File: config.mk
export PLATFORM = sky130hd
export DESIGN_NAME = fpu_cond_exc
export DESIGN_NICKNAME = d
export VERILOG_FILES = /design/src/fpu_cond_pkg.sv /design/src/fpu_cond_exc.sv
export SDC_FILE = /design/constraint.sdc
export NUM_CORES = 1
export LEC_CHECK = 0
export BUFFER_PORTS_ARGS = -buffer_cell sky130_fd_sc_hd__buf_4
export CAP_MARGIN = 20
export CORE_AREA = 2 2 181 183
export DETAILED_ROUTE_END_ITERATION = 8
export DIE_AREA = 0 0 183 185
export SLEW_MARGIN = 10
export SYNTH_ARGS = -nofsm -noshare
export SYNTH_HDL_FRONTEND = slang
export SYNTH_SLANG_ARGS = --single-unit
File: constraint.sdc
create_clock -name mclk -period 2.49 [get_ports mclk]
set_input_delay 0.1245 -clock mclk [delete_from_list [all_inputs] [get_ports mclk]]
set_output_delay 0.1245 -clock mclk [all_outputs]
set_load 0.02 [all_outputs]
File: src/fpu_cond_pkg.sv
// Constants for the floating-point condition and exception logic
package fpu_cond_pkg;
  // Condition bit positions within fp_condition_bits
  localparam int COND_NEG = 3;
  localparam int COND_ZERO = 2;
  localparam int COND_INF = 1;
  localparam int COND_NAN = 0;
  // Vector numbers
  localparam logic [7:0] VEC_FLINE = 8'h0B;
  localparam logic [7:0] VEC_UNORDERED = 8'h30;
  localparam logic [7:0] VEC_INEXACT = 8'h31;
  localparam logic [7:0] VEC_DIV_ZERO = 8'h32;
  localparam logic [7:0] VEC_UNDERFLOW = 8'h33;
  localparam logic [7:0] VEC_OPERAND_ERR = 8'h34;
  localparam logic [7:0] VEC_OVERFLOW = 8'h35;
  localparam logic [7:0] VEC_SIG_NAN = 8'h36;
  localparam logic [7:0] VEC_UNSUP_TYPE = 8'h37;
  // Frame formats
  localparam logic [3:0] FRAME_FMT_ZERO = 4'h0;
  localparam logic [3:0] FRAME_FMT_TWO = 4'h2;
  localparam logic [7:0] FRAME_WORDS_ZERO = 8'h04;
  // Status word bit positions
  localparam int SW_TRACE_HI = 15;
  localparam int SW_TRACE_LO = 14;
  localparam int SW_SUPER = 13;
  // Instruction word fields
  localparam logic [3:0] FLINE_TOP = 4'hF;
  localparam logic [2:0] FP_COPROC_ID = 3'h1;
  localparam logic [15:0] RESET_WORD = 16'h0000;
  localparam logic [31:0] RESET_LONG = 32'h0000_0000;
  // Unimplemented extension opcode values (bits 6:0 of the command word)
  localparam logic [6:0] OP_INT = 7'h01;
  localparam logic [6:0] OP_SINH = 7'h02;
  localparam logic [6:0] OP_INTRZ = 7'h03;
  localparam logic [6:0] OP_LOGNP1 = 7'h06;
  localparam logic [6:0] OP_ETOXM1 = 7'h08;
  localparam logic [6:0] OP_TANH = 7'h09;
  localparam logic [6:0] OP_ATAN = 7'h0A;
  localparam logic [6:0] OP_ASIN = 7'h0C;
  localparam logic [6:0] OP_ATANH = 7'h0D;
  localparam logic [6:0] OP_SIN = 7'h0E;
  localparam logic [6:0] OP_TAN = 7'h0F;
  localparam logic [6:0] OP_ETOX = 7'h10;
  localparam logic [6:0] OP_TWOTOX = 7'h11;
  localparam logic [6:0] OP_TENTOX = 7'h12;
  localparam logic [6:0] OP_LOGN = 7'h14;
  localparam logic [6:0] OP_LOG10 = 7'h15;
  localparam logic [6:0] OP_LOG2 = 7'h16;
  localparam logic [6:0] OP_COSH = 7'h19;
  localparam logic [6:0] OP_ACOS = 7'h1C;
  localparam logic [6:0] OP_COS = 7'h1D;
  localparam logic [6:0] OP_GETEXP = 7'h1E;
  localparam logic [6:0] OP_GETMAN = 7'h1F;
  localparam logic [6:0] OP_MOD = 7'h21;
  localparam logic [6:0] OP_REM = 7'h25;
  localparam logic [6:0] OP_SCALE = 7'h26;
  localparam logic [3:0] OP_SINCOS_HI = 4'h6;
  localparam logic [2:0] CLASS_CONST_ROM = 3'h2;
  localparam logic [5:0] CONST_ROM_MODE = 6'h17;
endpackage

File: src/fpu_cond_exc.sv
// Floating-point predicate evaluator, vector assignment and F-line exception entry
// Operation
// - GT/OGT: true only if NaN, Z, N clear
// - NGT/ULE: true if NaN, Z or N set
// - GE/OGE: Z set, or NaN and N clear
// - NGE/ULT: NaN, or N with Z clear
// - LT/OLT and complements NLT/UGE
// - LE/OLE and complements NLE/UGT
// - GL/OGL true if NaN, Z clear; complements
// - GLE/OR true if NaN clear; complements
// - F, T, EQ, NE and signaling variants
// - Vector 11 for unimplemented and F-line
// - Vectors 48 through 55 for arithmetic exceptions
// - Top nibble all ones means F-line pattern
// - F-line illegal: vector 11, format zero frame
// - Breakpoint acknowledge ended reports illegal instruction
// - Transcendental and similar operations flagged unimplemented
// - Drain earlier FP work and pending exceptions
// - Operand fetch after earlier reads finished
// - Access error restarts the unimplemented instruction
// - Keep extended operand; unimplemented beats unsupported type
// - Copy status, supervisor, clear trace, format two
// - Saved PC is next instruction; refill first
// - Condition bits from result type only
// - Signaling tests flag NaN, EQ/NE included
`timescale 1ns/10ps
`default_nettype none
module fpu_cond_exc (
  input  wire logic        mclk,
  input  wire logic        rst,
  // Predicate test
  input  wire logic [5:0]  predicate,
  input  wire logic [3:0]  fp_condition_bits,
  output logic             predicate_true,
  output logic             unordered_branch_flag,
  // Result classification
  input  wire logic        result_valid,
  input  wire logic        result_sign,
  input  wire logic        result_zero,
  input  wire logic        result_inf,
  input  wire logic        result_nan,
  output logic [3:0]       next_condition_bits,
  // Arithmetic exception vector lookup, index 0 unordered .. 7 unsupported type
  input  wire logic [2:0]  arith_exc_index,
  output logic [7:0]       arith_vector,
  output logic [9:0]       arith_vector_offset,
  // Instruction issue
  input  wire logic        insn_valid,
  input  wire logic [15:0] insn_word,
  input  wire logic [15:0] insn_ext,
  input  wire logic        insn_native,
  input  wire logic [31:0] next_pc,
  input  wire logic [31:0] calc_ea,
  input  wire logic        needs_mem_operand,
  output logic             insn_hold,
  // Breakpoint acknowledge cycle
  input  wire logic        bkpt_ack_cycle,
  input  wire logic        transfer_ack,
  input  wire logic        transfer_error_ack,
  // Pipeline handshakes
  input  wire logic        fp_pipe_empty,
  input  wire logic        pending_exc,
  input  wire logic        reads_done,
  output logic             operand_fetch_req,
  input  wire logic        operand_fetch_done,
  input  wire logic [79:0] operand_ext,
  input  wire logic        access_error,
  output logic             restart_insn,
  input  wire logic        refill_done,
  // Processor state
  input  wire logic [15:0] processor_status_word,
  output logic [15:0]      new_status_word,
  output logic             status_write,
  // Exception frame
  output logic             exc_start,
  output logic [7:0]       exc_vector,
  output logic [3:0]       frame_format,
  output logic [7:0]       frame_words,
  output logic [15:0]      frame_vector_offset,
  output logic [31:0]      frame_pc,
  output logic [15:0]      frame_status,
  output logic [31:0]      frame_ea,
  output logic             illegal_insn,
  output logic [79:0]      saved_operand,
  output logic             handler_go
);
  ////////////////////////////////////////////////////////////////////////////
  // Predicate evaluation
  logic nan_b;
  logic zero_b;
  logic neg_b;
  logic base_true;
  assign nan_b  = fp_condition_bits[fpu_cond_pkg::COND_NAN];
  assign zero_b = fp_condition_bits[fpu_cond_pkg::COND_ZERO];
  assign neg_b  = fp_condition_bits[fpu_cond_pkg::COND_NEG];

  always_comb begin
    unique case (predicate[3:0])
      4'h0: base_true = 1'b0;
      4'h1: base_true = zero_b;
      4'h2: base_true = !(nan_b | zero_b | neg_b);
      4'h3: base_true = zero_b | !(nan_b | neg_b);
      4'h4: base_true = neg_b & !(nan_b | zero_b);
      4'h5: base_true = zero_b | (neg_b & !nan_b);
      4'h6: base_true = !(nan_b | zero_b);
      4'h7: base_true = !nan_b;
      4'h8: base_true = nan_b;
      4'h9: base_true = nan_b | zero_b;
      4'hA: base_true = nan_b | !(neg_b | zero_b);
      4'hB: base_true = nan_b | zero_b | !neg_b;
      4'hC: base_true = nan_b | (neg_b & !zero_b);
      4'hD: base_true = nan_b | zero_b | neg_b;
      4'hE: base_true = !zero_b;
      default: base_true = 1'b1;
    endcase
  end

  assign predicate_true = base_true & !predicate[5];
  assign unordered_branch_flag = predicate[4] & nan_b & !predicate[5];

  ////////////////////////////////////////////////////////////////////////////
  // Condition bit generation
  // Result type only
  always_comb begin
    next_condition_bits = fp_condition_bits;
    if (result_valid) begin
      next_condition_bits[fpu_cond_pkg::COND_NEG]  = result_sign;
      next_condition_bits[fpu_cond_pkg::COND_NAN]  = result_nan;
      next_condition_bits[fpu_cond_pkg::COND_ZERO] = result_zero & !result_nan;
      next_condition_bits[fpu_cond_pkg::COND_INF]  = result_inf & !result_nan & !result_zero;
    end
  end

  ////////////////////////////////////////////////////////////////////////////
  // Vector table
  // Arithmetic vectors 48..55
  assign arith_vector = fpu_cond_pkg::VEC_UNORDERED + {5'h00, arith_exc_index};
  assign arith_vector_offset = {arith_vector, 2'b00};

  ////////////////////////////////////////////////////////////////////////////
  // Instruction decode
  function automatic logic is_unimpl(input logic [15:0] w, input logic [15:0] e);
    logic [6:0] op;
    logic hit;
    op = e[6:0];
    hit = 1'b0;
    if (w[15:12] == fpu_cond_pkg::FLINE_TOP && w[11:9] == fpu_cond_pkg::FP_COPROC_ID
        && w[8:6] == 3'h0) begin
      if (e[15:13] == fpu_cond_pkg::CLASS_CONST_ROM
          && e[15:10] == fpu_cond_pkg::CONST_ROM_MODE)
        hit = 1'b1;
      else if (!e[15] && !e[13]) begin
        unique case (op)
          fpu_cond_pkg::OP_INT, fpu_cond_pkg::OP_SINH, fpu_cond_pkg::OP_INTRZ,
          fpu_cond_pkg::OP_LOGNP1, fpu_cond_pkg::OP_ETOXM1, fpu_cond_pkg::OP_TANH,
          fpu_cond_pkg::OP_ATAN, fpu_cond_pkg::OP_ASIN, fpu_cond_pkg::OP_ATANH,
          fpu_cond_pkg::OP_SIN, fpu_cond_pkg::OP_TAN, fpu_cond_pkg::OP_ETOX,
          fpu_cond_pkg::OP_TWOTOX, fpu_cond_pkg::OP_TENTOX, fpu_cond_pkg::OP_LOGN,
          fpu_cond_pkg::OP_LOG10, fpu_cond_pkg::OP_LOG2, fpu_cond_pkg::OP_COSH,
          fpu_cond_pkg::OP_ACOS, fpu_cond_pkg::OP_COS, fpu_cond_pkg::OP_GETEXP,
          fpu_cond_pkg::OP_GETMAN, fpu_cond_pkg::OP_MOD, fpu_cond_pkg::OP_REM,
          fpu_cond_pkg::OP_SCALE: hit = 1'b1;
          default: hit = (op[6:3] == fpu_cond_pkg::OP_SINCOS_HI);
        endcase
      end
    end
    return hit;
  endfunction

  logic fline;
  logic unimpl_hit;
  logic illegal_hit;
  assign fline = insn_word[15:12] == fpu_cond_pkg::FLINE_TOP;
  assign unimpl_hit = insn_valid & fline & !insn_native & is_unimpl(insn_word, insn_ext);
  assign illegal_hit = (insn_valid & fline & !insn_native & !is_unimpl(insn_word, insn_ext))
                       | (bkpt_ack_cycle & (transfer_ack | transfer_error_ack));

  ////////////////////////////////////////////////////////////////////////////
  // Exception entry sequencer
  typedef enum logic [5:0] {
    ST_IDLE   = 6'b000001,
    ST_DRAIN  = 6'b000010,
    ST_WAITRD = 6'b000100,
    ST_FETCH  = 6'b001000,
    ST_ENTRY  = 6'b010000,
    ST_REFILL = 6'b100000
  } seq_state_t;

  seq_state_t state;
  logic [15:0] saved_word;
  logic [15:0] saved_ext;
  logic [31:0] saved_pc;
  logic [31:0] saved_ea;
  logic        want_mem;

  always_ff @(posedge mclk) begin
    if (rst) begin
      state <= ST_IDLE;
    end else begin
      unique case (state)
        ST_IDLE: if (unimpl_hit) state <= ST_DRAIN;
        ST_DRAIN: if (fp_pipe_empty && !pending_exc) state <= ST_WAITRD;
        ST_WAITRD: begin
          if (access_error) state <= ST_IDLE;
          else if (reads_done) state <= want_mem ? ST_FETCH : ST_ENTRY;
        end
        ST_FETCH: begin
          if (access_error) state <= ST_IDLE;
          else if (operand_fetch_done) state <= ST_ENTRY;
        end
        ST_ENTRY: state <= ST_REFILL;
        ST_REFILL: if (refill_done) state <= ST_IDLE;
        default: state <= ST_IDLE;
      endcase
    end
  end

  always_ff @(posedge mclk) begin
    if (rst) begin
      saved_word <= fpu_cond_pkg::RESET_WORD;
      saved_ext  <= fpu_cond_pkg::RESET_WORD;
      saved_pc   <= fpu_cond_pkg::RESET_LONG;
      saved_ea   <= fpu_cond_pkg::RESET_LONG;
      want_mem   <= 1'b0;
    end else if (state == ST_IDLE && unimpl_hit) begin
      saved_word <= insn_word;
      saved_ext  <= insn_ext;
      saved_pc   <= next_pc;
      saved_ea   <= calc_ea;
      want_mem   <= needs_mem_operand;
    end
  end

  always_ff @(posedge mclk) begin
    if (rst) saved_operand <= 80'h0;
    else if (state == ST_FETCH && operand_fetch_done && !access_error)
      saved_operand <= operand_ext;
  end

  assign insn_hold = state != ST_IDLE;
  assign operand_fetch_req = state == ST_FETCH;
  assign handler_go = state == ST_REFILL && refill_done;

  // Frame outputs and restart
  always_ff @(posedge mclk) begin
    if (rst) begin
      exc_start           <= 1'b0;
      illegal_insn        <= 1'b0;
      restart_insn        <= 1'b0;
      status_write        <= 1'b0;
      exc_vector          <= 8'h00;
      frame_format        <= 4'h0;
      frame_words         <= 8'h00;
      frame_vector_offset <= fpu_cond_pkg::RESET_WORD;
      frame_pc            <= fpu_cond_pkg::RESET_LONG;
      frame_status        <= fpu_cond_pkg::RESET_WORD;
      frame_ea            <= fpu_cond_pkg::RESET_LONG;
      new_status_word     <= fpu_cond_pkg::RESET_WORD;
    end else begin
      exc_start    <= 1'b0;
      illegal_insn <= 1'b0;
      status_write <= 1'b0;
      restart_insn <= (state == ST_WAITRD || state == ST_FETCH) && access_error;
      if (state == ST_ENTRY) begin
        exc_start           <= 1'b1;
        status_write        <= 1'b1;
        exc_vector          <= fpu_cond_pkg::VEC_FLINE;
        frame_format        <= fpu_cond_pkg::FRAME_FMT_TWO;
        frame_words         <= 8'h00;
        frame_vector_offset <= {fpu_cond_pkg::FRAME_FMT_TWO, 2'b00,
                                fpu_cond_pkg::VEC_FLINE, 2'b00};
        frame_pc            <= saved_pc;
        frame_status        <= processor_status_word;
        frame_ea            <= saved_ea;
        new_status_word     <= processor_status_word;
        new_status_word[fpu_cond_pkg::SW_SUPER]    <= 1'b1;
        new_status_word[fpu_cond_pkg::SW_TRACE_HI] <= 1'b0;
        new_status_word[fpu_cond_pkg::SW_TRACE_LO] <= 1'b0;
      end else if (state == ST_IDLE && illegal_hit) begin
        exc_start           <= 1'b1;
        illegal_insn        <= 1'b1;
        status_write        <= 1'b1;
        exc_vector          <= fpu_cond_pkg::VEC_FLINE;
        frame_format        <= fpu_cond_pkg::FRAME_FMT_ZERO;
        frame_words         <= fpu_cond_pkg::FRAME_WORDS_ZERO;
        frame_vector_offset <= {fpu_cond_pkg::FRAME_FMT_ZERO, 2'b00,
                                fpu_cond_pkg::VEC_FLINE, 2'b00};
        frame_pc            <= next_pc;
        frame_status        <= processor_status_word;
        frame_ea            <= fpu_cond_pkg::RESET_LONG;
        new_status_word     <= processor_status_word;
        new_status_word[fpu_cond_pkg::SW_SUPER]    <= 1'b1;
        new_status_word[fpu_cond_pkg::SW_TRACE_HI] <= 1'b0;
        new_status_word[fpu_cond_pkg::SW_TRACE_LO] <= 1'b0;
      end
    end
  end
endmodule
`default_nettype wire

; Yosys cells after proc, flatten, opt, wreduce, memory -nomap -nowiden
; Index checks and enable logic that the tools add are counted.
[word_totals]
ff_bits = 257
input_bits = 224
output_inout_bits = 243
[classes]
addsub = 1
n_eq_ne = 56
n_mux = 31
bitwise_logic = 25
n_reduce_logical = 34
[op_table]
columns = cell, count
row1 = $mux 32, 4
row2 = $eq 7x5->1 const B, 11
row3 = $mux 14, 4
row4 = $eq 7x4->1 const B, 7
row5 = $mux 6, 7
row6 = $pmux 6 s6, 1
row7 = $eq 4x4->1 const B, 8
row8 = $mux 16, 2
row9 = $reduce_or 25->1, 1
row10 = $eq 7x6->1 const B, 3
row11 = $eq 4x3->1 const B, 5
row12 = $logic_not 1->1, 16
row13 = $pmux 1 s15, 1
row14 = $and 1x1->1, 14
row15 = $eq 7x2->1 const B, 2
row16 = $eq 6x5->1 const B, 2
row17 = $mux 4, 3
row18 = $logic_and 1x1->1, 11
row19 = $or 1x1->1, 11
row20 = $eq 4x2->1 const B, 2
row21 = $add 6x3->7 const A, 1
row22 = $eq 7x1->1 const B, 1
row23 = $eq 7x3->1 const B, 1
row24 = $eq 6x1->1 const B, 1
row25 = 20 further kinds, 28

; Longest topological paths before layout
; Gate-level depths: netlist (run 1).
[logic_depth]
ltp_word = 12
depth_mapped = 9
ltp_nobuf = 7

; Worst setup path before layout (run 1)
; No wires, ideal clock.
[synth_timing]
path_kind = reg-to-reg
start = register state[5]
end = register frame_pc[12]
setup_ns = 0.086
t_arrival_ns = 2.177
t_required_ns = 2.404
slack_ns = 0.227
stages_incl_launch_ff = 10
synth_period_minus_slack_ns = 2.263
path_cell_list = dfxtp_1 or4_4 or2_0 buf_2 a2bb2oi_2 and2_1 buf_6 buf_6 mux2i_1 a211oi_1
[synth_between]
elab_chain_cells = 3
word_cells_on_any_way = 5
classes_between = eq/ne: 2 / mux: 1 / reduce/logical: 2
[synth_lines]
columns = element, line
row1 = start: declaration, fpu_cond_exc.sv:189  ; seq_state_t state;
row2 = start signal: assignment, fpu_cond_exc.sv:205  ; else if (reads_done) state <= want_mem ? ST_FETCH : ST_ENTRY;
row3 = $eq 6x1->1, fpu_cond_exc.sv:279  ; end else if (state == ST_IDLE && illegal_hit) begin
row4 = $logic_and 1x1->1, fpu_cond_exc.sv:279
row5 = $reduce_bool 2->1 (no line), -
row6 = end signal: assignment, fpu_cond_exc.sv:255  ; frame_pc <= fpu_cond_pkg::RESET_LONG;
row7 = end signal: assignment, fpu_cond_exc.sv:272  ; frame_pc <= saved_pc;
row8 = end signal: assignment, fpu_cond_exc.sv:288  ; frame_pc <= next_pc;
row9 = end: declaration, fpu_cond_exc.sv:80  ; output logic [31:0] frame_pc,
; Several ways; a longest one is shown, not always the timed one.
; A chain may end at the register's enable or synchronous reset.

; Worst setup path in the final report (run 1)
[layout_timing]
start = register state[5]
end = register frame_pc[27]
; Same word-level chain as after synthesis.

==> results.sh, run 1 <==
export IMPL_outcome="finished clean"
export IMPL_synth_seq_cells=237
export IMPL_postPlaceCellArea_sq_um=12800
export IMPL_netlist_area_sq_um=9570
export IMPL_core_area_sq_um=32000
export IMPL_clock_sinks=237
export IMPL_seq_area_frac_synth_pct=49.6
export IMPL_slew_viol_final=0
export IMPL_hold_violations=0
export IMPL_p_sw_mw=2.14
export IMPL_reg2reg_from="state[5]$_SDFFE_PP0P_"
export IMPL_r2r_setup_slack_ps=160
export IMPL_diodes=0
export IMPL_cellPowerDensity_nw_per_um2=591
export IMPL_syn_to_final_growth_pct=61.5
export IMPL_antenna_found_initial=0
export IMPL_post_route_period_util_pct=93.6
export IMPL_htreeDepth=1
export IMPL_swShare_pct=23.4
export IMPL_synth_cells=1187
export IMPL_final_setup_tns_ps=0
export IMPL_synthArstFlopShare_pct=0
export IMPL_r2r_end="frame_pc[27]$_SDFFE_PP0P_"
export IMPL_synth_edf_count=0
export IMPL_clkPwrFrac_pct=44.8
export IMPL_critPathSlowestCell="or4_4"
export IMPL_layout_common_cells="429 x buf_4, 340 x nand2_1, 237 x dfxtp_1"
export IMPL_final_nets=1933
export IMPL_cp_data_required_time_ps=2920
export IMPL_drt_initial_drc_count=399
export IMPL_combPwrFrac_pct=12.5
export IMPL_total_power_mw=9.13
export IMPL_seqPwrFrac_pct=42.7
export IMPL_drive_above_1_share_pct=30.6
export IMPL_placed_cells_incl_taps=1919
export IMPL_ys_warn_count=0
export IMPL_globalplace_congestion=0.784
export IMPL_num_vias=9829
export IMPL_drc_errors=0
export IMPL_cts_buffers=27
export IMPL_die_area_sq_um=33900
export IMPL_worstMarginPinSlew_ps=698
export IMPL_hold_class="in -> reg"
export IMPL_fin_crit_ps=2330
export IMPL_wirelength_mm=31.8
export IMPL_die_height_microns=185
export IMPL_initial_utilization_pct=29.9
export IMPL_p_int_mw=6.99
export IMPL_worstRegToRegCells=7
export IMPL_clkLatencyLatePin_ps=520
export IMPL_multiInputGateArea_sq_um=4090
export IMPL_max_vdd_ir_drop_v=0.000434
export IMPL_max_freq_ghz=0.429
export IMPL_path_class="reg -> reg"
export IMPL_globalRouteTotalUtil_pct=17.5
export IMPL_grt_pass1_vias=9385
export IMPL_slew_headroom_pct=53.5
export IMPL_via_per_inst=4.60
export IMPL_synth_avg_cell_area_sq_um=8.06
export IMPL_fillers=2996
export IMPL_cts_root_buf="clkbuf_16"
export IMPL_dr_pass1_iters=5
export IMPL_ant_nets=0
export IMPL_final_cells=2136
export IMPL_die_w_microns=183
export IMPL_leakage_nw=6.42
export IMPL_wl_per_cell_microns=14.9
export IMPL_cts_tree="done"
export IMPL_seq_area_sq_um=4740
export IMPL_rsz0062_at_grt="false"
export IMPL_layout_commonest_cell="buf_4"
export IMPL_crit_chain="or4_4 > nor4_4 > o311ai_1 > and2_4 > buf_12 > mux2i_1 > a211oi_1"
export IMPL_skew_ps=7.20
export IMPL_holdWs_ps=52.4
export IMPL_slowest_delay_ps=590
export IMPL_io_buffers=407
export IMPL_ys_flop_type="dfxtp_1"
export IMPL_clock_path_buffers=3
export IMPL_crit_start="state[5]$_SDFFE_PP0P_"
export IMPL_critPathArrivalTime_ps=2760
export IMPL_hpwl_mm=21.2
export IMPL_crit_end="frame_pc[27]$_SDFFE_PP0P_"
export IMPL_grt_max_degree=107
export IMPL_final_area_sq_um=15500
export IMPL_grt_first_pass_wirelength_mm=48.4
export IMPL_clk_pin_slew_ps=60
export IMPL_critical_path_max_fanout=24
export IMPL_grt_overflow=0
export IMPL_finalSetupViolations=0
export IMPL_worstSetupEndpointType="register"
export IMPL_start_kind="register"
export IMPL_maxCapViolations=0
export IMPL_num_rows=66
export IMPL_synth_cell_type_count=50
export IMPL_ioPinCount=467
## kinds of logic (layout without fill, tap and decap cells)
family / count (synthesis) / after routing / share of synthesized area, %
buffers and inverters: 161 / 663 / 9.71
AO/OA/AOI/OAI: 250 / 250 / 16.4
other: 2 / 41 / 0.0785
flip-flops: 237 / 237 / 49.6
AND/OR/NAND/NOR: 527 / 527 / 23.1
multiplexers: 10 / 10 / 1.07
## per-layer routing
layer / up-vias / track usage, % / part of all wire (%)
li1: 4884 / - / -
met1: 4558 / 20.9 / 42
met2: 343 / 31.6 / 49
met3: 44 / 3.91 / 6.4
met4: 0 / 4.74 / 2.5
met5: - / 0 / 0
## worst min path at each step
stage                            start                        end  slack (ps)  cells after the start
floorplan                  calc_ea[18]  saved_ea[18]$_SDFFE_PP0P_         260                      2
global route               refill_done      state[0]$_SDFFE_PP1P_          70                      3
CTS                        refill_done      state[0]$_SDFFE_PP1P_           8                      3
global placement    arith_exc_index[0]     arith_vector_offset[2]         250                      0
finish                     refill_done      state[0]$_SDFFE_PP1P_          50                      3
detailed placement  arith_exc_index[0]     arith_vector_offset[2]         250                      0
## sequential cells by signal (all words and copies together), names as in the netlist
name / flops
exc_start: 1
exc_vector: 1
frame_ea: 32
frame_format: 1
frame_pc: 32
frame_status: 3
frame_words: 1
illegal_insn: 1
new_status_word: 13
restart_insn: 1
saved_ea: 32
saved_operand: 80
saved_pc: 32
state: 6
want_mem: 1
## worst max-delay path, delay by kind of cell (launching register included)
family          cells  cell delay (ps)
simple gates        3             1200
compound gates      2              390
flops               1              330
buf+inv             1              190
mux                 1              120
## cell usage after synthesis, types with 2 or more instances
library cell / instances / area (sq um)
a2111oi_2: 26 / 390
a211oi_1: 7 / 52.6
a21oi_1: 198 / 991
and2_1: 2 / 12.5
and3b_1: 2 / 17.5
buf_1: 4 / 15.0
buf_2: 11 / 55.1
buf_4: 75 / 563
buf_6: 4 / 45.0
clkbuf_1: 61 / 229
conb_1: 2 / 7.51
dfxtp_1: 237 / 4740
inv_1: 6 / 22.5
mux2_2: 2 / 22.5
mux2i_1: 8 / 80.1
nand2_1: 341 / 1280
nand2b_1: 5 / 31.3
nand3_1: 49 / 245
nand3b_1: 4 / 30.0
nand4_1: 2 / 12.5
nand4b_1: 3 / 26.3
nand4bb_1: 2 / 22.5
nor2_1: 93 / 349
nor2b_1: 2 / 12.5
nor3_1: 4 / 20.0
nor3b_1: 3 / 22.5
nor4_1: 2 / 12.5
o21ai_0: 7 / 35.0
or3_1: 3 / 18.8
or4_1: 2 / 15.0
## layout make-up
type / instances / share of cell area, %
Timing Repair Buffer: 609 / 33.4
Inverter: 6 / 0.146
Clock buffer: 34 / 4.80
Multi-Input combinational cell: 828 / 26.5
Clock inverter: 14 / 1.14
Tap cell: 408 / 3.30
Sequential cell: 237 / 30.7
## per-stage QoR
stage               util [%]  setup WS (ps)
detailed placement      40.1           66.2
CTS                     48.1           47.0
global placement        40.1            123
floorplan                  -            227
global route            48.2           9.42
finish                  48.2            158
## power by group through the flow
stage | registers (mW) | logic [mW] | clock network (mW)
6_report | 3.90 | 1.14 | 4.09
5_1_grt | 3.90 | 1.22 | 4.37
4_1_cts | 3.90 | 1.13 | 4.21
3_5_place_dp | 3.98 | 0.916 | 0
3_3_place_gp | 3.98 | 0.908 | 0
2_1_floorplan | 4.05 | 0.437 | 0
## what timing repair did
| action | in CTS | in global routing |
|---|---|---|
| setup endpoints to repair | 0 | 72 |
| resized for setup | 0 | 3 |
| endpoints found under the hold margin | 198 | 0 |
| hold buffers | 165 | 0 |
| buffers inserted | 0 | 4 |
(Power assumes the default switching activity.)
==> run 2, diff against run 1 <==
--- a/config.mk
+++ b/config.mk
@@ -7,9 +7,12 @@
 export LEC_CHECK = 0
 export BUFFER_PORTS_ARGS = -buffer_cell sky130_fd_sc_hd__buf_4
 export CAP_MARGIN = 20
-export CORE_AREA = 2 2 181 183
+export CELL_PAD_IN_SITES_DETAIL_PLACEMENT = 1
+export CELL_PAD_IN_SITES_GLOBAL_PLACEMENT = 1
+export CORE_AREA = 2 2 182 184
 export DETAILED_ROUTE_END_ITERATION = 8
-export DIE_AREA = 0 0 183 185
+export DIE_AREA = 0 0 184 186
+export PLACE_DENSITY_LB_ADDON = 0.1
 export SLEW_MARGIN = 10
 export SYNTH_ARGS = -nofsm -noshare
 export SYNTH_HDL_FRONTEND = slang
==> constraint.sdc (replaced) <==
create_clock -name mclk -period 2.49 [get_ports mclk]
set_input_delay 0 -clock mclk [delete_from_list [all_inputs] [get_ports mclk]]
set_output_delay 0 -clock mclk [all_outputs]
set_load 0.02 [all_outputs]
==> run 2 against run 1 <==
Compared with the run above: die area rose by 1.1%; wire length rose by 12%; total power fell by 0.88%; core utilization fell by 0.37 points; worst hold slack got worse by 52 ps; critical endpoint is now frame_pc[6]$_SDFFE_PP0P_; clock power fell by 2%; critical path depth did not move; critical path type unchanged; worst setup slack got worse by 58 ps; sequential power barely moved; clock skew rose by 2.4 ps; sequential share of layout area rose by 0.080 points.
==> results.sh, run 2 (same netlist as run 1, synthesis figures left out) <==
export IMPL_outcome="finished clean"
export IMPL_combPwrFrac_pct=12.6
export IMPL_clkLatencyLatePin_ps=530
export IMPL_holdWs_ps=0.0629
export IMPL_clock_sinks=237
export IMPL_path_class="reg -> reg"
export IMPL_ioPinCount=467
export IMPL_leakage_nw=6.36
export IMPL_cp_data_required_time_ps=2930
export IMPL_start_kind="register"
export IMPL_final_setup_tns_ps=0
export IMPL_wirelength_mm=35.4
export IMPL_clock_path_buffers=3
export IMPL_grt_overflow=0
export IMPL_grt_max_degree=138
export IMPL_drt_initial_drc_count=387
export IMPL_post_route_util_pct=47.9
export IMPL_fin_crit_ps=2390
export IMPL_maxCapViolations=0
export IMPL_globalplace_congestion=0.746
export IMPL_seq_area_sq_um=4740
export IMPL_wl_per_cell_microns=16.6
export IMPL_die_w_microns=184
export IMPL_die_height_microns=186
export IMPL_cts_root_buf="clkbuf_16"
export IMPL_htreeDepth=1
export IMPL_initial_utilization_pct=29.7
export IMPL_die_area_sq_um=34200
export IMPL_globalRouteTotalUtil_pct=19.7
export IMPL_num_rows=66
export IMPL_ant_nets=0
export IMPL_swShare_pct=24.3
export IMPL_p_int_mw=6.85
export IMPL_fillers=3802
export IMPL_slew_viol_final=0
export IMPL_hold_class="in -> out"
export IMPL_clkPwrFrac_pct=44.3
export IMPL_num_vias=9880
export IMPL_rsz0062_at_grt="true"
export IMPL_drc_errors=0
export IMPL_hpwl_mm=22.8
export IMPL_syn_to_final_growth_pct=61.1
export IMPL_placed_cells_incl_taps=1909
export IMPL_dr_pass1_iters=4
export IMPL_grt_pass1_vias=10400
export IMPL_cellPowerDensity_nw_per_um2=587
export IMPL_post_route_period_util_pct=96.0
export IMPL_final_cells=2135
export IMPL_io_buffers=407
export IMPL_slew_headroom_pct=45.2
export IMPL_clk_pin_slew_ps=60
export IMPL_largest_register_ffs=80
export IMPL_drive_above_1_share_pct=29.9
export IMPL_total_power_mw=9.05
export IMPL_cts_buffers=28
export IMPL_via_per_inst=4.63
export IMPL_multiInputGateArea_sq_um=4120
export IMPL_final_nets=1928
export IMPL_top_register="saved_operand"
export IMPL_worstSetupEndpointType="register"
export IMPL_critPathArrivalTime_ps=2830
export IMPL_finalSetupViolations=0
export IMPL_p_sw_mw=2.20
export IMPL_core_area_sq_um=32200
export IMPL_skew_ps=9.65
export IMPL_cts_tree="done"
export IMPL_critical_path_max_fanout=22
export IMPL_max_vdd_ir_drop_v=0.000390
export IMPL_grt_first_pass_wirelength_mm=54.4
export IMPL_layout_common_cells="418 x buf_4, 340 x nand2_1, 237 x dfxtp_1"
export IMPL_antenna_found_initial=2
export IMPL_seqPwrFrac_pct=43.1
export IMPL_layout_commonest_cell="buf_4"
export IMPL_hold_violations=0
export IMPL_worstMarginPinSlew_ps=822
export IMPL_max_freq_ghz=0.418
run 2: through the flow:
stage / area (sq um) / setup WS, ps
3_3_place_gp: 12800 / 46.8
5_1_grt: 15400 / -12.0
6_report: 15400 / 99.8
4_1_cts: 15400 / 14.6
2_1_floorplan: 9720 / 227
3_5_place_dp: 12800 / 46.4
run 2: path summary, 6_finish.rpt:
check	to	depth (start not counted)	slack, ps	start
max	frame_pc[6]$_SDFFE_PP0P_	7	100	state[5]$_SDFFE_PP0P_
max reg2reg	frame_pc[6]$_SDFFE_PP0P_	7	100	state[5]$_SDFFE_PP0P_
min	arith_vector[0]	0	0.06	arith_exc_index[0]
min reg2reg	frame_ea[10]$_SDFFE_PP0P_	2	450	saved_ea[10]$_SDFFE_PP0P_
run 2: final cells by class:
cell class	instances	area share, %
Tap cell	408	3.31
Timing Repair Buffer	602	33.2
Sequential cell	237	30.8
Clock buffer	42	5.35
Clock inverter	9	0.495
Multi-Input combinational cell	829	26.7
Inverter	6	0.146
Antenna cell	2	0.0325
run 2: power by group through the flow:
stage / logic (mW) / clock network (mW) / registers (mW)
finish: 1.14 / 4.01 / 3.90
global route: 1.23 / 4.31 / 3.90
CTS: 1.14 / 4.14 / 3.90
detailed placement: 0.913 / 0 / 3.98
global placement: 0.903 / 0 / 3.98
floorplan: 0.437 / 0 / 4.05
run 2: critical path: stages (launching register included):
cell and delay [ps]:
dfxtp_1 330, or4_4 600, nor4_4 370, o311ai_4 180, and2_4 270, buf_12 180
mux2i_1 120, a211oi_1 230
run 2: routing by layer:
| metal | share of wire [%] | vias to the layer above | track usage, % |
|---|---|---|---|
| met5 | 0 | - | 0 |
| met3 | 7.8 | 43 | 6.03 |
| met1 | 40 | 4663 | 22.2 |
| li1 | - | 4878 | - |
| met4 | 1.8 | 0 | 4.26 |
| met2 | 51 | 296 | 36.5 |
run 2: what timing repair did:
action                     4_1_cts  5_1_grt
gates resized for setup          0        5
setup endpoints to repair        0       25
hold endpoints to repair       201        0
setup buffers                    0        2
hold buffers                   170        0
